`src/hpc_pkg.sv`:
```
// Purpose: constants and types for the hibernation power controller
// Assumes: apb register bus, 32-bit words, 10 MHz clock
// Notes: offsets are byte addresses
package hpc_pkg;
  // ==========================================================
  // register offsets
  localparam logic [11:0] OFS_CTRL = 12'h000;
  localparam logic [11:0] OFS_RTC = 12'h004;
  localparam logic [11:0] OFS_MATCH = 12'h008;
  localparam logic [11:0] OFS_SSMATCH = 12'h00C;
  localparam logic [11:0] OFS_TRIM = 12'h010;
  localparam logic [11:0] OFS_SUBSEC = 12'h014;
  localparam logic [11:0] OFS_IM = 12'h018;
  localparam logic [11:0] OFS_RIS = 12'h01C;
  localparam logic [11:0] OFS_MIS = 12'h020;
  localparam logic [11:0] OFS_IC = 12'h024;
  localparam logic [11:0] OFS_TAMPCTL = 12'h028;
  localparam logic [11:0] OFS_TAMPSTAT = 12'h02C;
  localparam logic [11:0] OFS_TAMPLOG = 12'h030;
  localparam logic [11:0] OFS_MEM = 12'h040;
  // ==========================================================
  // control register bit positions
  localparam int CTL_ENABLE = 0;
  localparam int CTL_RTC_RUN = 1;
  localparam int CTL_HIB_REQ = 2;
  localparam int CTL_WAKE_PIN = 3;
  localparam int CTL_WAKE_RTC = 4;
  localparam int CTL_WAKE_BAT = 5;
  localparam int CTL_WAKE_GPIO = 6;
  localparam int CTL_WAKE_RST = 7;
  localparam int CTL_BAT_ABORT = 8;
  localparam int CTL_BAT_CHECK = 9;
  localparam int CTL_OSC_PD = 10;
  localparam int CTL_DRV_STRONG = 11;
  localparam int CTL_DRV_WEAK = 12;
  localparam int CTL_ACTIVE = 13;
  localparam int CTL_OSC_VALID = 14;
  localparam int CTL_OSC_RECOVER = 15;
  localparam int CTL_POWERED = 16;
  // ==========================================================
  // interrupt bits
  localparam int INT_WR = 0;
  localparam int INT_PIN = 1;
  localparam int INT_LOWBAT = 2;
  localparam int INT_RTC0 = 3;
  localparam int INT_W = 4;
  // tamper control fields
  localparam int TMP_EN = 0;
  localparam int TMP_ERASE_ALL = 1;
  localparam int TMP_ERASE_HALF = 2;
  localparam int TMP_WAKE = 3;
  localparam int TMP_OSC_SEL = 4;
  localparam int TMP_GPIO_LSB = 8;
  // ==========================================================
  // timing
  localparam int CLK_HZ = 10_000_000;
  localparam int BAT_CHECK_NS = 1_000;
  localparam int BAT_CHECK_CYC = (BAT_CHECK_NS * (CLK_HZ / 1_000_000)
                                  + 999) / 1_000;
  localparam int POWER_DOWN_CYC = 4;
  localparam logic [14:0] SUBSEC_MAX = 15'h7FFF;
  localparam logic [15:0] TRIM_RESET = 16'h7FFF;

  typedef enum logic [3:0] {
    HPC_ON = 4'b0001,
    HPC_WAIT_BAT = 4'b0010,
    HPC_POWER_DOWN = 4'b0100,
    HPC_HIBERNATE = 4'b1000
  } hpc_state_t;

  typedef struct packed {
    logic wake_pin;
    logic gpio_wake;
    logic reset_pin;
    logic low_battery;
    logic osc_fail;
  } hpc_pins_t;
endpackage

```
`src/hpc_top.sv`:
```
// Purpose: hibernation power controller with rtc, tamper and memory
// Assumes: apb slave, clock enable freezes all state
// Notes: pins pass four flops, a change counts when two agree
//
// Local design decisions: the APB slave port and the address map.
`timescale 1ns/10ps
`default_nettype none
module hpc_top #(
  parameter int MEM_WORDS = 16,
  parameter int TAMP_IOS = 4
) (
  input wire logic clk,
  input wire logic reset_n,
  input wire logic clk_en,
  input wire logic psel,
  input wire logic penable,
  input wire logic pwrite,
  input wire logic [11:0] paddr,
  input wire logic [31:0] pwdata,
  output logic [31:0] prdata,
  output logic pready,
  output logic pslverr,
  input wire hpc_pkg::hpc_pins_t pins,
  input wire logic [TAMP_IOS-1:0] tamper_io,
  output logic processor_power_on,
  output logic tamper_event,
  output logic hib_irq
);
  import hpc_pkg::*;

  if (MEM_WORDS < 1 || MEM_WORDS > 16) begin : g_bad_mem
    $error("MEM_WORDS 1..16");
  end
  if (TAMP_IOS < 1 || TAMP_IOS > 8) begin : g_bad_tamp
    $error("TAMP_IOS 1..8");
  end

  // ==========================================================
  // pin synchronisers
  localparam int PW = 5 + TAMP_IOS;
  logic [PW-1:0] s1, s2, s3, pin_q;
  always_ff @(posedge clk) begin
    if (!reset_n) begin
      s1 <= '0;
      s2 <= '0;
      s3 <= '0;
      pin_q <= '0;
    end else if (clk_en) begin
      s1 <= {tamper_io, pins};
      s2 <= s1;
      s3 <= s2;
      for (int i = 0; i < PW; i++) begin
        if (s2[i] == s3[i]) begin
          pin_q[i] <= s3[i];
        end
      end
    end
  end
  logic p_wake, p_gpio, p_rst, p_lowbat, p_oscfail;
  logic [TAMP_IOS-1:0] p_tamp;
  assign {p_tamp, p_wake, p_gpio, p_rst, p_lowbat, p_oscfail} = pin_q;

  // ==========================================================
  // apb decode
  logic wr, rd;
  assign wr = psel && penable && pwrite;
  assign rd = psel && penable && !pwrite;
  logic mem_hit;
  logic [3:0] mem_idx;
  assign mem_hit = paddr >= OFS_MEM &&
                   paddr < OFS_MEM + 12'(MEM_WORDS * 4);
  assign mem_idx = 4'(paddr[5:2]);
  logic known;
  always_comb begin
    unique case (paddr)
      OFS_CTRL, OFS_RTC, OFS_MATCH, OFS_SSMATCH, OFS_TRIM, OFS_SUBSEC,
      OFS_IM, OFS_RIS, OFS_MIS, OFS_IC, OFS_TAMPCTL, OFS_TAMPSTAT,
      OFS_TAMPLOG: known = 1'b1;
      default: known = mem_hit;
    endcase
  end

  // ==========================================================
  // control register
  logic [12:0] ctrl;
  logic enabled, rtc_run;
  assign enabled = ctrl[CTL_ENABLE];
  assign rtc_run = ctrl[CTL_RTC_RUN];
  always_ff @(posedge clk) begin
    if (!reset_n) begin
      ctrl <= '0;
    end else if (clk_en) begin
      if (wr && paddr == OFS_CTRL) begin
        ctrl <= pwdata[12:0];
        ctrl[CTL_HIB_REQ] <= 1'b0;
        ctrl[CTL_BAT_CHECK] <= 1'b0;
      end
    end
  end
  logic ctl_wr;
  assign ctl_wr = wr && paddr == OFS_CTRL && enabled;
  logic hib_req_w, bat_force_w, osc_rec_w;
  assign hib_req_w = ctl_wr && pwdata[CTL_HIB_REQ];
  assign bat_force_w = ctl_wr && pwdata[CTL_BAT_CHECK];
  assign osc_rec_w = ctl_wr && pwdata[CTL_OSC_RECOVER];

  // ==========================================================
  // rtc seconds, subseconds, trim
  logic [31:0] rtc_sec, rtc_match;
  logic [14:0] subsec, ss_match;
  logic [15:0] trim;
  logic rtc_hit;
  assign rtc_hit = enabled && rtc_run && rtc_sec == rtc_match &&
                   subsec == ss_match;
  always_ff @(posedge clk) begin
    if (!reset_n) begin
      rtc_sec <= '0;
      subsec <= '0;
    end else if (clk_en) begin
      if (wr && paddr == OFS_RTC) begin
        rtc_sec <= pwdata;
        subsec <= '0;
      end else if (enabled && rtc_run) begin
        // trim sets the last subsecond of each second
        if (subsec >= SUBSEC_MAX ||
            (subsec == trim[14:0] && trim != TRIM_RESET)) begin
          subsec <= '0;
          rtc_sec <= rtc_sec + 32'h0000_0001;
        end else begin
          subsec <= subsec + 15'h0001;
        end
      end
    end
  end
  always_ff @(posedge clk) begin
    if (!reset_n) begin
      rtc_match <= '1;
      ss_match <= '0;
      trim <= TRIM_RESET;
    end else if (clk_en && wr) begin
      if (paddr == OFS_MATCH) rtc_match <= pwdata;
      if (paddr == OFS_SSMATCH) ss_match <= pwdata[14:0];
      if (paddr == OFS_TRIM) trim <= pwdata[15:0];
    end
  end

  // ==========================================================
  // battery check
  logic [7:0] bat_cnt;
  logic bat_busy, low_battery_flag;
  assign bat_busy = bat_cnt != 8'h00;
  always_ff @(posedge clk) begin
    if (!reset_n) begin
      bat_cnt <= '0;
      low_battery_flag <= 1'b0;
    end else if (clk_en) begin
      if (bat_force_w && !bat_busy) begin
        bat_cnt <= 8'(BAT_CHECK_CYC);
      end else if (bat_busy) begin
        bat_cnt <= bat_cnt - 8'h01;
        if (bat_cnt == 8'h01) low_battery_flag <= p_lowbat;
      end
    end
  end

  // ==========================================================
  // tamper
  logic [15:0] tctl;
  logic [TAMP_IOS-1:0] tamp_prev;
  logic osc_valid, tamp_hit, tamp_gpio, tamp_osc;
  logic [31:0] tamp_log;
  logic [1:0] tamp_stat;
  assign tamp_gpio = |((p_tamp ^ tamp_prev) &
                       tctl[TMP_GPIO_LSB +: TAMP_IOS]);
  assign tamp_osc = tctl[TMP_OSC_SEL] && p_oscfail && osc_valid;
  assign tamp_hit = enabled && tctl[TMP_EN] &&
                    (tamp_gpio || tamp_osc);
  always_ff @(posedge clk) begin
    if (!reset_n) begin
      tctl <= '0;
      tamp_prev <= '0;
      osc_valid <= 1'b1;
      tamper_event <= 1'b0;
    end else if (clk_en) begin
      if (wr && paddr == OFS_TAMPCTL) tctl <= pwdata[15:0];
      tamp_prev <= p_tamp;
      tamper_event <= tamp_hit;
      if (tamp_osc) osc_valid <= 1'b0;
      else if (osc_rec_w && !p_oscfail) osc_valid <= 1'b1;
    end
  end
  always_ff @(posedge clk) begin
    if (!reset_n) begin
      tamp_log <= '0;
      tamp_stat <= '0;
    end else if (clk_en) begin
      if (tamp_hit) begin
        tamp_log <= rtc_sec;
        tamp_stat <= {tamp_osc, tamp_gpio};
      end else if (wr && paddr == OFS_TAMPSTAT) begin
        tamp_stat <= '0;
      end
    end
  end

  // ==========================================================
  // battery-backed memory
  logic [31:0] mem [MEM_WORDS];
  always_ff @(posedge clk) begin
    if (!reset_n) begin
      for (int i = 0; i < MEM_WORDS; i++) mem[i] <= '0;
    end else if (clk_en) begin
      if (wr && mem_hit) mem[mem_idx] <= pwdata;
      for (int i = 0; i < MEM_WORDS; i++) begin
        if (tamp_hit && (tctl[TMP_ERASE_ALL] ||
            (tctl[TMP_ERASE_HALF] && i >= MEM_WORDS / 2))) begin
          mem[i] <= '0;
        end
      end
    end
  end

  // ==========================================================
  // interrupts, set wins over clear
  hpc_state_t state_q;
  logic [INT_W-1:0] ris, im, int_set;
  assign int_set = {rtc_hit, bat_busy && bat_cnt == 8'h01 && p_lowbat,
                    state_q == HPC_HIBERNATE && p_wake, wr};
  always_ff @(posedge clk) begin
    if (!reset_n) begin
      ris <= '0;
      im <= '0;
      hib_irq <= 1'b0;
    end else if (clk_en) begin
      if (wr && paddr == OFS_IM) im <= pwdata[INT_W-1:0];
      ris <= (ris & ~((wr && paddr == OFS_IC) ? pwdata[INT_W-1:0] : '0))
             | int_set;
      hib_irq <= |(ris & im);
    end
  end

  // ==========================================================
  // power sequencer
  logic [2:0] pd_cnt;
  logic wake_now, powered_once;
  assign wake_now = (ctrl[CTL_WAKE_PIN] && p_wake) ||
                    (ctrl[CTL_WAKE_RTC] && rtc_hit) ||
                    (ctrl[CTL_WAKE_BAT] && p_lowbat) ||
                    (ctrl[CTL_WAKE_GPIO] && p_gpio) ||
                    (ctrl[CTL_WAKE_RST] && p_rst) ||
                    (tamp_hit && tctl[TMP_WAKE]);
  always_ff @(posedge clk) begin
    if (!reset_n) begin
      state_q <= HPC_ON;
      pd_cnt <= '0;
      processor_power_on <= 1'b1;
      powered_once <= 1'b0;
    end else if (clk_en) begin
      if (enabled) powered_once <= 1'b1;
      unique case (state_q)
        HPC_ON: begin
          if (hib_req_w) begin
            state_q <= bat_busy ? HPC_WAIT_BAT : HPC_POWER_DOWN;
            pd_cnt <= 3'(POWER_DOWN_CYC);
          end
        end
        HPC_WAIT_BAT: begin
          if (!bat_busy) begin
            state_q <= (ctrl[CTL_BAT_ABORT] && low_battery_flag) ?
                       HPC_ON : HPC_POWER_DOWN;
          end
        end
        HPC_POWER_DOWN: begin
          if (ctrl[CTL_BAT_ABORT] && p_lowbat) begin
            state_q <= HPC_ON;
          end else if (pd_cnt == 3'h0) begin
            state_q <= HPC_HIBERNATE;
            processor_power_on <= 1'b0;
          end else begin
            pd_cnt <= pd_cnt - 3'h1;
          end
        end
        HPC_HIBERNATE: begin
          if (wake_now) begin
            state_q <= HPC_ON;
            processor_power_on <= 1'b1;
          end
        end
        default: state_q <= HPC_ON;
      endcase
    end
  end

  // ==========================================================
  // read mux and apb answer
  logic [31:0] rdata;
  always_comb begin
    rdata = '0;
    if (mem_hit) rdata = mem[mem_idx];
    unique case (paddr)
      OFS_CTRL: rdata = {15'h0000, powered_once, 1'b0, osc_valid,
                         powered_once, 3'h0, bat_busy, ctrl[8:0]};
      OFS_RTC: rdata = rtc_sec;
      OFS_MATCH: rdata = rtc_match;
      OFS_SSMATCH: rdata = {17'h0_0000, ss_match};
      OFS_TRIM: rdata = {16'h0000, trim};
      OFS_SUBSEC: rdata = {17'h0_0000, subsec};
      OFS_IM: rdata = {28'h000_0000, im};
      OFS_RIS: rdata = {28'h000_0000, ris};
      OFS_MIS: rdata = {28'h000_0000, ris & im};
      OFS_TAMPCTL: rdata = {16'h0000, tctl};
      OFS_TAMPSTAT: rdata = {29'h0000_0000, tctl[TMP_EN], tamp_stat};
      OFS_TAMPLOG: rdata = tamp_log;
      default: ;
    endcase
  end
  always_ff @(posedge clk) begin
    if (!reset_n) begin
      prdata <= '0;
      pready <= 1'b0;
      pslverr <= 1'b0;
    end else if (clk_en) begin
      pready <= psel && !penable;
      pslverr <= psel && !penable && !known;
      if (psel && !penable && !pwrite) prdata <= rdata;
    end
  end

  // ==========================================================
  // checks
  a_rtc_frozen: assert property (
    @(posedge clk) disable iff (!reset_n)
    !rtc_run && !(wr && paddr == OFS_RTC) |=> $stable(rtc_sec))
    else $error("rtc moved while stopped");
  a_tamper_pulse: assert property (
    @(posedge clk) disable iff (!reset_n)
    tamp_hit && clk_en |=> tamper_event)
    else $error("tamper seen without event pulse");
  a_check_start: assert property (
    @(posedge clk) disable iff (!reset_n)
    bat_force_w && !bat_busy && clk_en |=> bat_busy)
    else $error("forced check did not start");
  a_hold_for_check: assert property (
    @(posedge clk) disable iff (!reset_n)
    state_q == HPC_WAIT_BAT |-> processor_power_on)
    else $error("power removed during battery check");
  a_off_in_hib: assert property (
    @(posedge clk) disable iff (!reset_n)
    state_q == HPC_HIBERNATE |-> !processor_power_on)
    else $error("processor powered in hibernation");
  a_masked_irq: assert property (
    @(posedge clk) disable iff (!reset_n)
    clk_en |=> hib_irq == $past(|(ris & im)))
    else $error("irq does not follow masked status");
  c_enter_hib: cover property (
    @(posedge clk) disable iff (!reset_n) state_q == HPC_HIBERNATE);
  c_tamper_seen: cover property (
    @(posedge clk) disable iff (!reset_n) tamper_event);
  c_check_done: cover property (
    @(posedge clk) disable iff (!reset_n) bat_cnt == 8'h01);
endmodule
`default_nettype wire

```
`config.mk`:
```
export PLATFORM = sky130hd
export DESIGN_NAME = hpc_top
export DESIGN_NICKNAME = d
export VERILOG_FILES = /design/src/hpc_pkg.sv /design/src/hpc_top.sv
export SDC_FILE = /design/constraint.sdc
export NUM_CORES = 1
export LEC_CHECK = 0
export BUFFER_PORTS_ARGS = -buffer_cell sky130_fd_sc_hd__buf_4
export CAP_MARGIN = 10
export CORE_MARGIN = 2
export CORE_UTILIZATION = 36
export DETAILED_ROUTE_END_ITERATION = 8
export SYNTH_ARGS = -nofsm -noshare
export SYNTH_HDL_FRONTEND = slang
export SYNTH_SLANG_ARGS = --single-unit
```
`constraint.sdc`:
```
create_clock -name clk -period 9.5 [get_ports clk]
set_input_delay 0.95 -clock clk [delete_from_list [all_inputs] [get_ports clk]]
set_output_delay 0.95 -clock clk [all_outputs]
set_load 0.01 [all_outputs]
```
; Word level (Yosys, flattened, before mapping)
; Memories as Yosys holds them, arrays and structs flattened.
; Cells that the tools add are included.
[classes]
add_sub_neg = 4
multipliers = 0
div = 0
magnitude_cmp = 3
eq_ne = 53
n_shift = 0
mux = 64
bitwise_logic = 71
reduce_logical = 95
[op_table]
columns = cell, n
row1 = 32-bit two-way mux, 21
row2 = 32-bit case mux with 12 select lines, 1
row3 = "4-bit == test, second input constant", 17
row4 = "12-bit by 6-bit == test with 1-bit output, second input constant", 5
row5 = "12-bit by 5-bit == test with 1-bit output, second input constant", 4
row6 = 15-bit two-way mux, 3
row7 = 2-bit AND reduction, 22
row8 = 1-bit logical AND, 41
row9 = "32-bit by 1-bit adder with 32-bit output, second input constant", 1
row10 = 1-bit AND, 32
row11 = 32-bit == test, 1
row12 = 32-bit OR reduction, 1
row13 = 15-bit == test, 2
row14 = 4-bit two-way mux, 7
row15 = "12-bit by 4-bit == test with 1-bit output, second input constant", 2
row16 = 1-bit two-way mux, 20
row17 = 1-bit inverter, 17
row18 = 8-bit two-way mux, 2
row19 = "16-bit by 15-bit inequality test with 1-bit output, second input constant", 1
row20 = 1-bit OR, 16
row21 = 4-bit case mux with 4 select lines, 1
row22 = "15-bit by 1-bit adder with 15-bit output, second input constant", 1
row23 = "15-bit >= comparator, second input constant", 1
row24 = 3-bit two-way mux, 5
row25 = 30 further kinds, 66
[word_totals]
regBits = 271
latchBits = 0
mem_bits_rw = 512
mem_bits_ro = 0
input_bits = 59
out_inout_bits = 37
mem_count = 1
[mem_list]
columns = name, depth, width, rd, rd_clocked_by_memory_dff, wr, line_no
row1 = mem, 16, 32, 1, 0, 16, hpc_top.sv:208  ; logic [31:0] mem [MEM_WORDS];

; Depth between registers and ports, before layout
; Gate-level depths: netlist (run 1).
[logic_depth]
word_depth = 30
mapped_depth = 10
mapped_depth_nobuf = 8

; Worst setup path after synthesis (run 1)
; OpenSTA, ideal clock, no wires.
[synth_path]
path_kind = input to register
start = in paddr[10]
end = mem mem[4][0], enable pin
setup_time_ps = 394
arrival_time_ps = 3254
required_ps = 9106
path_slack_ps = 5852
cell_stages = 7
path_buffers = 2
cell_sequence = nor4_4 and3_1 buf_2 o2111ai_4 buf_6 nor3_4 nand2b_1
[synth_rtl]
columns = element, line_no
row1 = "start, declared", hpc_top.sv:18  ; input wire logic [11:0] paddr,
row2 = "end, declared", hpc_top.sv:208

==> results.txt, run 1 <==
* Outcome: complete, no violations
* Area occupied by multi-input gates: 0.01447 sq mm
- Synthesis Warnings: 0
- In this design, the stage delay of the slowest critical-path cell is 1.01 ns.
* Post-route clock period utilization: 49.40%
- # hold bufs at CTS: 0
* Pre-Repair DR Iteration Count: 6
- Post-layout nets: 3071
- Startpoint Class: input pin
* Std cell rows: 116
- Residual DRC count: 0
- The number of antenna violations at the first check in global routing was 17.
* Crit Reg-Reg Endpoint: mem[5][15]$_SDFFCE_PN0P_
- The number of cells on the worst reg-to-reg path is 9.
- Timing would allow up to 213.1 MHz.
- Yosys attributes the largest share of cell area to edfxtp_1 42%, dfxtp_1 15%, mux4_2 9.8%, and2_1 8.9%, nand2_1 3.4%.
- Fin Clk Skew: 0.04103 ns
* Data arrival at the endpoint of the critical path: 4.98 ns
* Critical path endpoint category: register
- The clock net in this run drives a total of 783 sinks.
- The startpoint identified for the worst register-to-register timing path is pin_q[7]$_SDFFE_PN0P_.
- Count of port buffers added during placement: 95
* Number of vias after detailed routing: 25360
- The number of failing hold endpoints at the final stage is 0.
- Global-route wire length before repair: 173500 microns
- Worst hold start: tamp_log[29]$_SDFFE_PN0P_
* Register bit count reported by yosys: 783
* Die Span X: 321.7 microns
- GRT Resource Usage Total: 22.99%
* Path category of the worst min-delay check: reg2reg
- H-tree levels: 3
- Placer Congestion: 0.9262
- The count of nets left with antenna violations once routing finished came out at 0.
* Deepest clock path buffer count: 3
- In this run the tightest slew margin relative to its limit is 14.50%.
- For this run, asynchronously set or reset flops after synthesis account for 0%.
- For this configuration, the core starts out at a cell density of 36.29%.
* Worst Hold Path Cells: 2
- Excluding fillers, the count of instances in the completed layout stands at 4373.
- Aggregate routed wire length: 120100 microns
- Total I/O pin count: 96
- Each instance of the synthesized netlist takes up on average 11.94 sq um.
* Worst setup slack after layout: 4.807 ns
* Critical path's most frequent cell: buf_4
- The post-route netlist has 15.85% of its cells at a drive strength greater than 1.
- Resize count post-CTS: 0
- Library cells used by synthesis: 77
- The tool flagged a number of max-cap violations equal to 0.
- Detailed placer's ending HPWL: 77880 microns
- Most numerous cell types in the synthesized netlist: 515 x and2_1, 512 x edfxtp_1, 327 x nand2_1
- Clock Root Buffer: clkbuf_16
- Number of vias per cell after detailed routing: 5.799
* Die span in y: 321.7 microns
* Terminating pin of the worst hold path: tamp_log[29]$_SDFFE_PN0P_
- Most common cell in the synthesized netlist: and2_1
- The worst-case IR drop observed on VDD is 0.0001135 V.
- Sum of negative setup slack: 0 ns
- The slowest stage of the critical path belongs to the cell nor3_4.
- Among all flip-flop cells after synthesis, the most frequent one is edfxtp_1.
* Reg clk slew, reported paths: 0.07 ns
- Placed insts: 4216
* Number of pins with negative max-slew slack in the final report: 0
- Number of fill cells: 9340
- Setup repair after global routing left no endpoint under its margin.
- Dividing total power by cell area gives a power density of 190.4 mW/mm^2.
* Routed wire per std cell: 27.47 microns
* Number of synthesized flops with an enable pin: 512
* Post-CTS repair timing setup buffer count: 0
- Static Leak: 14.08 nW
* Maximum number of pins on one net before global-route repair: 81
- TritonCTS clock tree: built
* Cell breakdown of the critical path: buf_4 > nor4_4 > and3_2 > o2111ai_4 > buf_4 > nor3_4 > nand2b_2
* Area of the die: 0.1035 sq mm
- Overflow left after global routing: 0
* Slew at the pin with the worst max-slew slack: 1.282 ns
* Part of the Yosys area used for sequential elements: 57.23%
- Sequential cell area: 0.02080 sq mm
* Core Region: 0.1001 sq mm
- Critical Setup Path Class: in2reg
* Cell type with the largest total area after synthesis: edfxtp_1
- Maximum net fanout on the critical path: 33
* Vias in the first global route: 23830
* Worst reg2reg setup slack: 5.15 ns
- Timing analysis after detailed placement gives a worst setup slack of 4.150 ns.
* Instance count of the mapped netlist: 3043
- Post-Synthesis Cell Area: 0.03634 sq mm
* Number of nets in the synthesized netlist: 3109
- Buffers inserted during clock tree synthesis total 83.
- Signed area change from the synthesized netlist to the final layout: 12.42%
- Final critical path time including I/O delays and setup: 4.693 ns
- The detailed router finished its first iteration with 3760 violations.
* Final setup fails: 0
- For the worst setup path, the data required time is 9.79 ns.
* Skew-Pair Late Insertion Delay: 0.67 ns
* Portion of synthesized cell area occupied by the leading cell type: 42.30%
worst max-delay path, delay by kind of cell:
kind / cells / cell delay, ns
AOI/OAI and AO/OA: 1 / 0.19
buffers and inverters: 2 / 0.46
and+or+nand+nor: 4 / 3.33
worst max path at each step:
stage                                     end       from  cells past startpoint  slack [ns]
floorplan             mem[4][0]$_SDFFCE_PN0P_  paddr[10]                      7        5.85
global placement    mem[12][31]$_SDFFCE_PN0P_  paddr[10]                      7        4.29
detailed placement  mem[13][23]$_SDFFCE_PN0P_  paddr[10]                      7        4.15
CTS                 mem[13][27]$_SDFFCE_PN0P_  paddr[10]                      7        4.81
global route        mem[13][27]$_SDFFCE_PN0P_  paddr[10]                      7        4.60
finish               mem[5][15]$_SDFFCE_PN0P_  paddr[10]                      7        4.81
layout make-up:
cell class | count | share of cell area [%]
Clock inverter | 41 | 1.130
Sequential cell | 783 | 50.91
Tap cell | 1298 | 3.975
Inverter | 23 | 0.2174
Timing Repair Buffer | 144 | 2.722
Clock buffer | 112 | 5.629
Antenna cell | 2 | 0.01225
Multi-Input combinational cell | 1970 | 35.40
cell families (layout without fill, tap and decap cells):
logic type,count (synthesis),count (layout),synth area share [%]
and+or+nand+nor,1280,1280,18.99
DFF,783,783,57.23
AOI/OAI and AO/OA,395,395,7.140
buffers and inverters,290,320,3.236
muxes,220,220,11.52
adders and majority gates,7,7,0.2410
xor gates and xnor gates,68,68,1.639
other,0,2,0
registers in the layout, summed over array words and instances, names as in the netlist, 9 cells and up:
name / count
s3: 9
s2: 9
rtc_match: 32
ss_match: 15
s1: 9
mem: 512
tctl: 16
tamp_log: 32
trim: 16
pin_q: 9
subsec: 15
prdata: 32
rtc_sec: 32
power breakdown:
part	leakage, nW	switching [W]	total [W]	internal, W
registers	7.05	0.0000663	0.00382	0.00376
clock network	1.35	0.00143	0.00333	0.00191
logic	5.68	0.000403	0.000626	0.000223
total	14.1	0.00189	0.00778	0.00589
through the flow:
stage / total power (W) / hold slack [ns] / util (%) / area (sq um)
floorplan: 0.004242 / 0.4312 / - / 36340
global placement: 0.004511 / 0.4414 / 38.00 / 38060
detailed placement: 0.004516 / 0.4471 / 38.00 / 38060
CTS: 0.007813 / 0.4556 / 40.76 / 40820
global route: 0.007984 / 0.4747 / 40.79 / 40850
finish: 0.007781 / 0.4556 / 40.80 / 40860
layer usage:
metal	vias to the layer above	track usage [%]	routed length (microns)
met5	-	0	72
met3	230	3.226	10660
met2	1337	34.95	53750
li1	11010	-	-
met4	10	9.263	4727
met1	12780	33.07	50900
placed cells by master (no fill, tap or decap), drive strengths merged, types with 9 or more instances in the layout:
| master | synthesis | routed |
|---|---|---|
| a21oi | 117 | 117 |
| a221oi | 33 | 33 |
| a222oi | 9 | 9 |
| a22oi | 29 | 29 |
| a31oi | 38 | 38 |
| a41oi | 11 | 11 |
| and2 | 515 | 515 |
| and3 | 16 | 16 |
| buf | 54 | 144 |
| clkbuf | 213 | 112 |
| clkinv | 0 | 29 |
| dfxtp | 271 | 271 |
| edfxtp | 512 | 512 |
| inv | 23 | 26 |
| mux2i | 56 | 56 |
| mux4 | 158 | 158 |
| nand2 | 328 | 328 |
| nand2b | 29 | 29 |
| nand3 | 86 | 86 |
| nand4 | 28 | 28 |
| nor2 | 143 | 143 |
| nor2b | 13 | 13 |
| nor3 | 50 | 50 |
| nor4 | 40 | 40 |
| o21ai | 81 | 81 |
| xnor2 | 22 | 22 |
| xor2 | 46 | 46 |
No activity file was read; power rests on OpenSTA's default activity.
==> run 2: changes to the inputs <==
Clock period 9.5 ns to 4.9 ns, I/O delays scaled along.
==> run 2 against run 1 <==
Effect of this change:
- sequential power rose by 94%
- highest routed layer unchanged
- sequential cell count unchanged
- first-iteration DRC count is 9.7% lower
- register-to-register slack worse by 4.2 ns
- sequential share of layout area down 0.40 points
==> results.txt, run 2 (synthesis results as in run 1) <==
- The flow ran to the end, and the final reports show no timing, DRC or antenna violations.
- Commonest non-fill, non-tap cells in the layout: 515 x and2_1, 512 x edfxtp_1, 327 x nand2_1, 271 x dfxtp_1, 163 x buf_4
- Compared with the post-synthesis result, the final layout area differs by 13.31%.
- Number of DRC markers after the initial detailed-route iteration: 3396 (-9.7%)
- Post-Place Setup Slack: 0.9726 ns (-3.177 ns)
- The number of failing hold endpoints at the final stage is 0 (unchanged).
- Maximum number of pins on one net before global-route repair: 87 (+7.4%)
- Final critical path time including I/O delays and setup: 3.969 ns
- Count of inserted antenna diode cells: 0 (-2)
- The root buffer cell chosen for the clock tree is clkbuf_16.
- The post-route cell area is 0.04118 sq mm (+0.79%).
* Number of buffers and inverters on the critical path: 2 (unchanged)
- The post-route setup TNS was 0 ns (unchanged).
- Pre-Repair DR Iteration Count: 6 (unchanged)
* Count of port buffers added during placement: 95 (unchanged)
* Highest clock frequency the design can meet: 252.0 MHz
* Placer Congestion: 0.9528 (+2.9%)
- Final setup fails: 0 (unchanged)
- STA classifies the critical path endpoint as a register.
- The die span in x is 321.7 microns (unchanged).
- The slew at the pin with the worst max-slew slack is 1.090 ns (-0.1921 ns).
- # clock sinks: 783 (unchanged)
* Skew-Pair Late Insertion Delay: 0.65 ns (-0.02 ns)
- The data arrival at the endpoint of the critical path is 4.33 ns (-0.65 ns).
- The worst path required time came to 5.27 ns (-4.52 ns).
- Aggregate routed wire length: 116300 microns (-3.2%)
* Startpoint Class: register
- Crit-path max cell delay: 0.65 ns (-0.36 ns)
* Path category of the worst min-delay check: in2reg
- Max reg flops: 512 (unchanged)
- The global-route wire length before repair came to 170100 microns (-1.9%).
* Post-route clock period utilization: 80.99%
* Static Leak: 14.28 nW (+1.4%)
- Overflow left after global routing: 0 (unchanged)
- The share of the core filled with cells in the final layout came to 41.12% (+0.32 points).
* Number of fill cells: 9369 (+0.31%)
- The maximum clock skew at final layout was 0.02576 ns (-0.01527 ns).
- TritonCTS built the clock tree.
- The number of nets with antenna violations after detailed routing is 0 (unchanged).
- Die span in y: 321.7 microns (unchanged)
- Source of the worst register-to-register timing path: pin_q[5]$_SDFFE_PN0P_
* Number of pins with negative max-slew slack in the final report: 0 (unchanged)
- Kind of cell adding the most delay to the critical path: compound AO/OA/AOI/OAI gates
* Register with the most flip-flops: mem
- Routed wire per std cell: 26.40 microns (-3.9%)
- H-tree levels: 3 (unchanged)
- Number of antenna violations at the first check in global routing: 8 (-9)
* Cell breakdown of the critical path: xor2_1 > a22oi_1 > a31oi_1 > nand2_2 > o2111ai_4 > buf_12 > nor4_4 > nand2b_2 > buf_4
- Number of vias per cell after detailed routing: 5.748 (-0.89%)
- The routed via count was 25320 (-0.17%).
- The max-capacitance violation count came to 0 (unchanged).
- The total die area was 0.1035 sq mm (unchanged).
- Num CTS Buffers: 86 (+3.6%)
- Leading cell type in the layout, fill and taps excluded: and2_1
* Vias in the first global route: 24380 (+2.3%)
- The all-layer global routing usage was 22.27% (-0.72 points).
- Setup repair after global routing left no endpoint under its margin.
- The number of gates resized after CTS is 0 (unchanged).
- The critical path is of the reg2reg type.
* Worst slew margin relative to its limit: 27.04% (+13 points)
- Total I/O pin count: 96 (unchanged)
* Fraction of final layout cells sized beyond drive strength 1: 16.70% (+0.86 points)
- The worst voltage drop across the vdd grid came to 0.0003412 V (+200%).
* Crit-path slowest cell: nand2b_2
- Post-CTS repair timing setup buffer count: 0 (unchanged)
- Placed cell areas: 0.03834 sq mm (+0.76%)
* Residual DRC count: 0 (unchanged)
- Post-layout nets: 3102 (+1.0%)
- The placed wire-length estimate after detailed placement was 73100 microns (-6.1%).
* Std cell rows: 116 (unchanged)
- The number of buffers inserted for hold repair after clock tree synthesis came to 0 (unchanged).
- The most critical setup path has its startpoint at pin_q[5]$_SDFFE_PN0P_.
* Maximum net fanout on the critical path: 20 (-39%)
- The worst setup margin was 0.9315 ns (-3.875 ns).
* Initial Util: 36.29% (unchanged)
* Reg clk slew, reported paths: 0.06 ns (about the same)
- The maximum clock path buffer count was 3 (unchanged).
- The power per unit of standard cell area is 367.9 mW/mm^2 (+93%).
* Core Region: 0.1001 sq mm (unchanged)
- Worst hold start: pins[3]
run 2: cell count changes in the layout (fill, tap and decap cells not counted), sizes merged:
cell | before | now
bufinv | 7 | 9
buf | 144 | 172
clkinv | 29 | 33
diode | 2 | 0
run 2: area by class of cell:
cell class                      instances  area, sq um  area share [%]
Sequential cell                       783        20800           50.51
Tap cell                             1298         1624           3.944
Clock inverter                         47        473.0           1.149
Multi-Input combinational cell       1970        14460           35.11
Clock buffer                          112         2352           5.712
Inverter                               23        88.84          0.2157
Timing Repair Buffer                  172         1381           3.354
run 2: worst paths after layout:
check,end,slack (ns),cells after the start
worst max register to register,mem[2][26]$_SDFFCE_PN0P_,0.93,9
worst min-delay path,s1[3]$_SDFFE_PN0P_,0.09,3
worst min register to register,tamp_log[31]$_SDFFE_PN0P_,0.46,2
worst max-delay path,mem[2][26]$_SDFFCE_PN0P_,0.93,9
run 2: metal layers:
layer  GRT usage [%]  vias up  part of all wire [%]
met5               0        -                 0.025
met2           33.68     1295                    45
met1           32.09    12740                    43
li1                -    11080                     -
met3           4.100      201                   9.0
met4           7.529        4                   3.2
run 2: worst min-delay path: cells and delay by family:
| family | cells | cell delay, ns |
|---|---|---|
| muxes | 1 | 0.05 |
| and+or+nand+nor | 1 | 0.07 |
| buffers and inverters | 1 | 0.08 |
run 2: stage by stage:
| stage | hold WS (ns) | cells | total power (W) |
|---|---|---|---|
| 2_1_floorplan | 0.4312 | 3043 | 0.008224 |
| 3_5_place_dp | 0.4487 | 4245 | 0.008708 |
| 5_1_grt | 0.08768 | 4405 | 0.01556 |
| 3_3_place_gp | 0.4409 | 4245 | 0.008698 |
| 6_report | 0.09061 | 4405 | 0.01515 |
| 4_1_cts | 0.06463 | 4404 | 0.01522 |
run 2: where the power goes:
part	switching (W)	internal [W]
combinational	0.000733	0.000443
sequential	0.000119	0.00728
clock	0.00272	0.00386
total	0.00357	0.0116
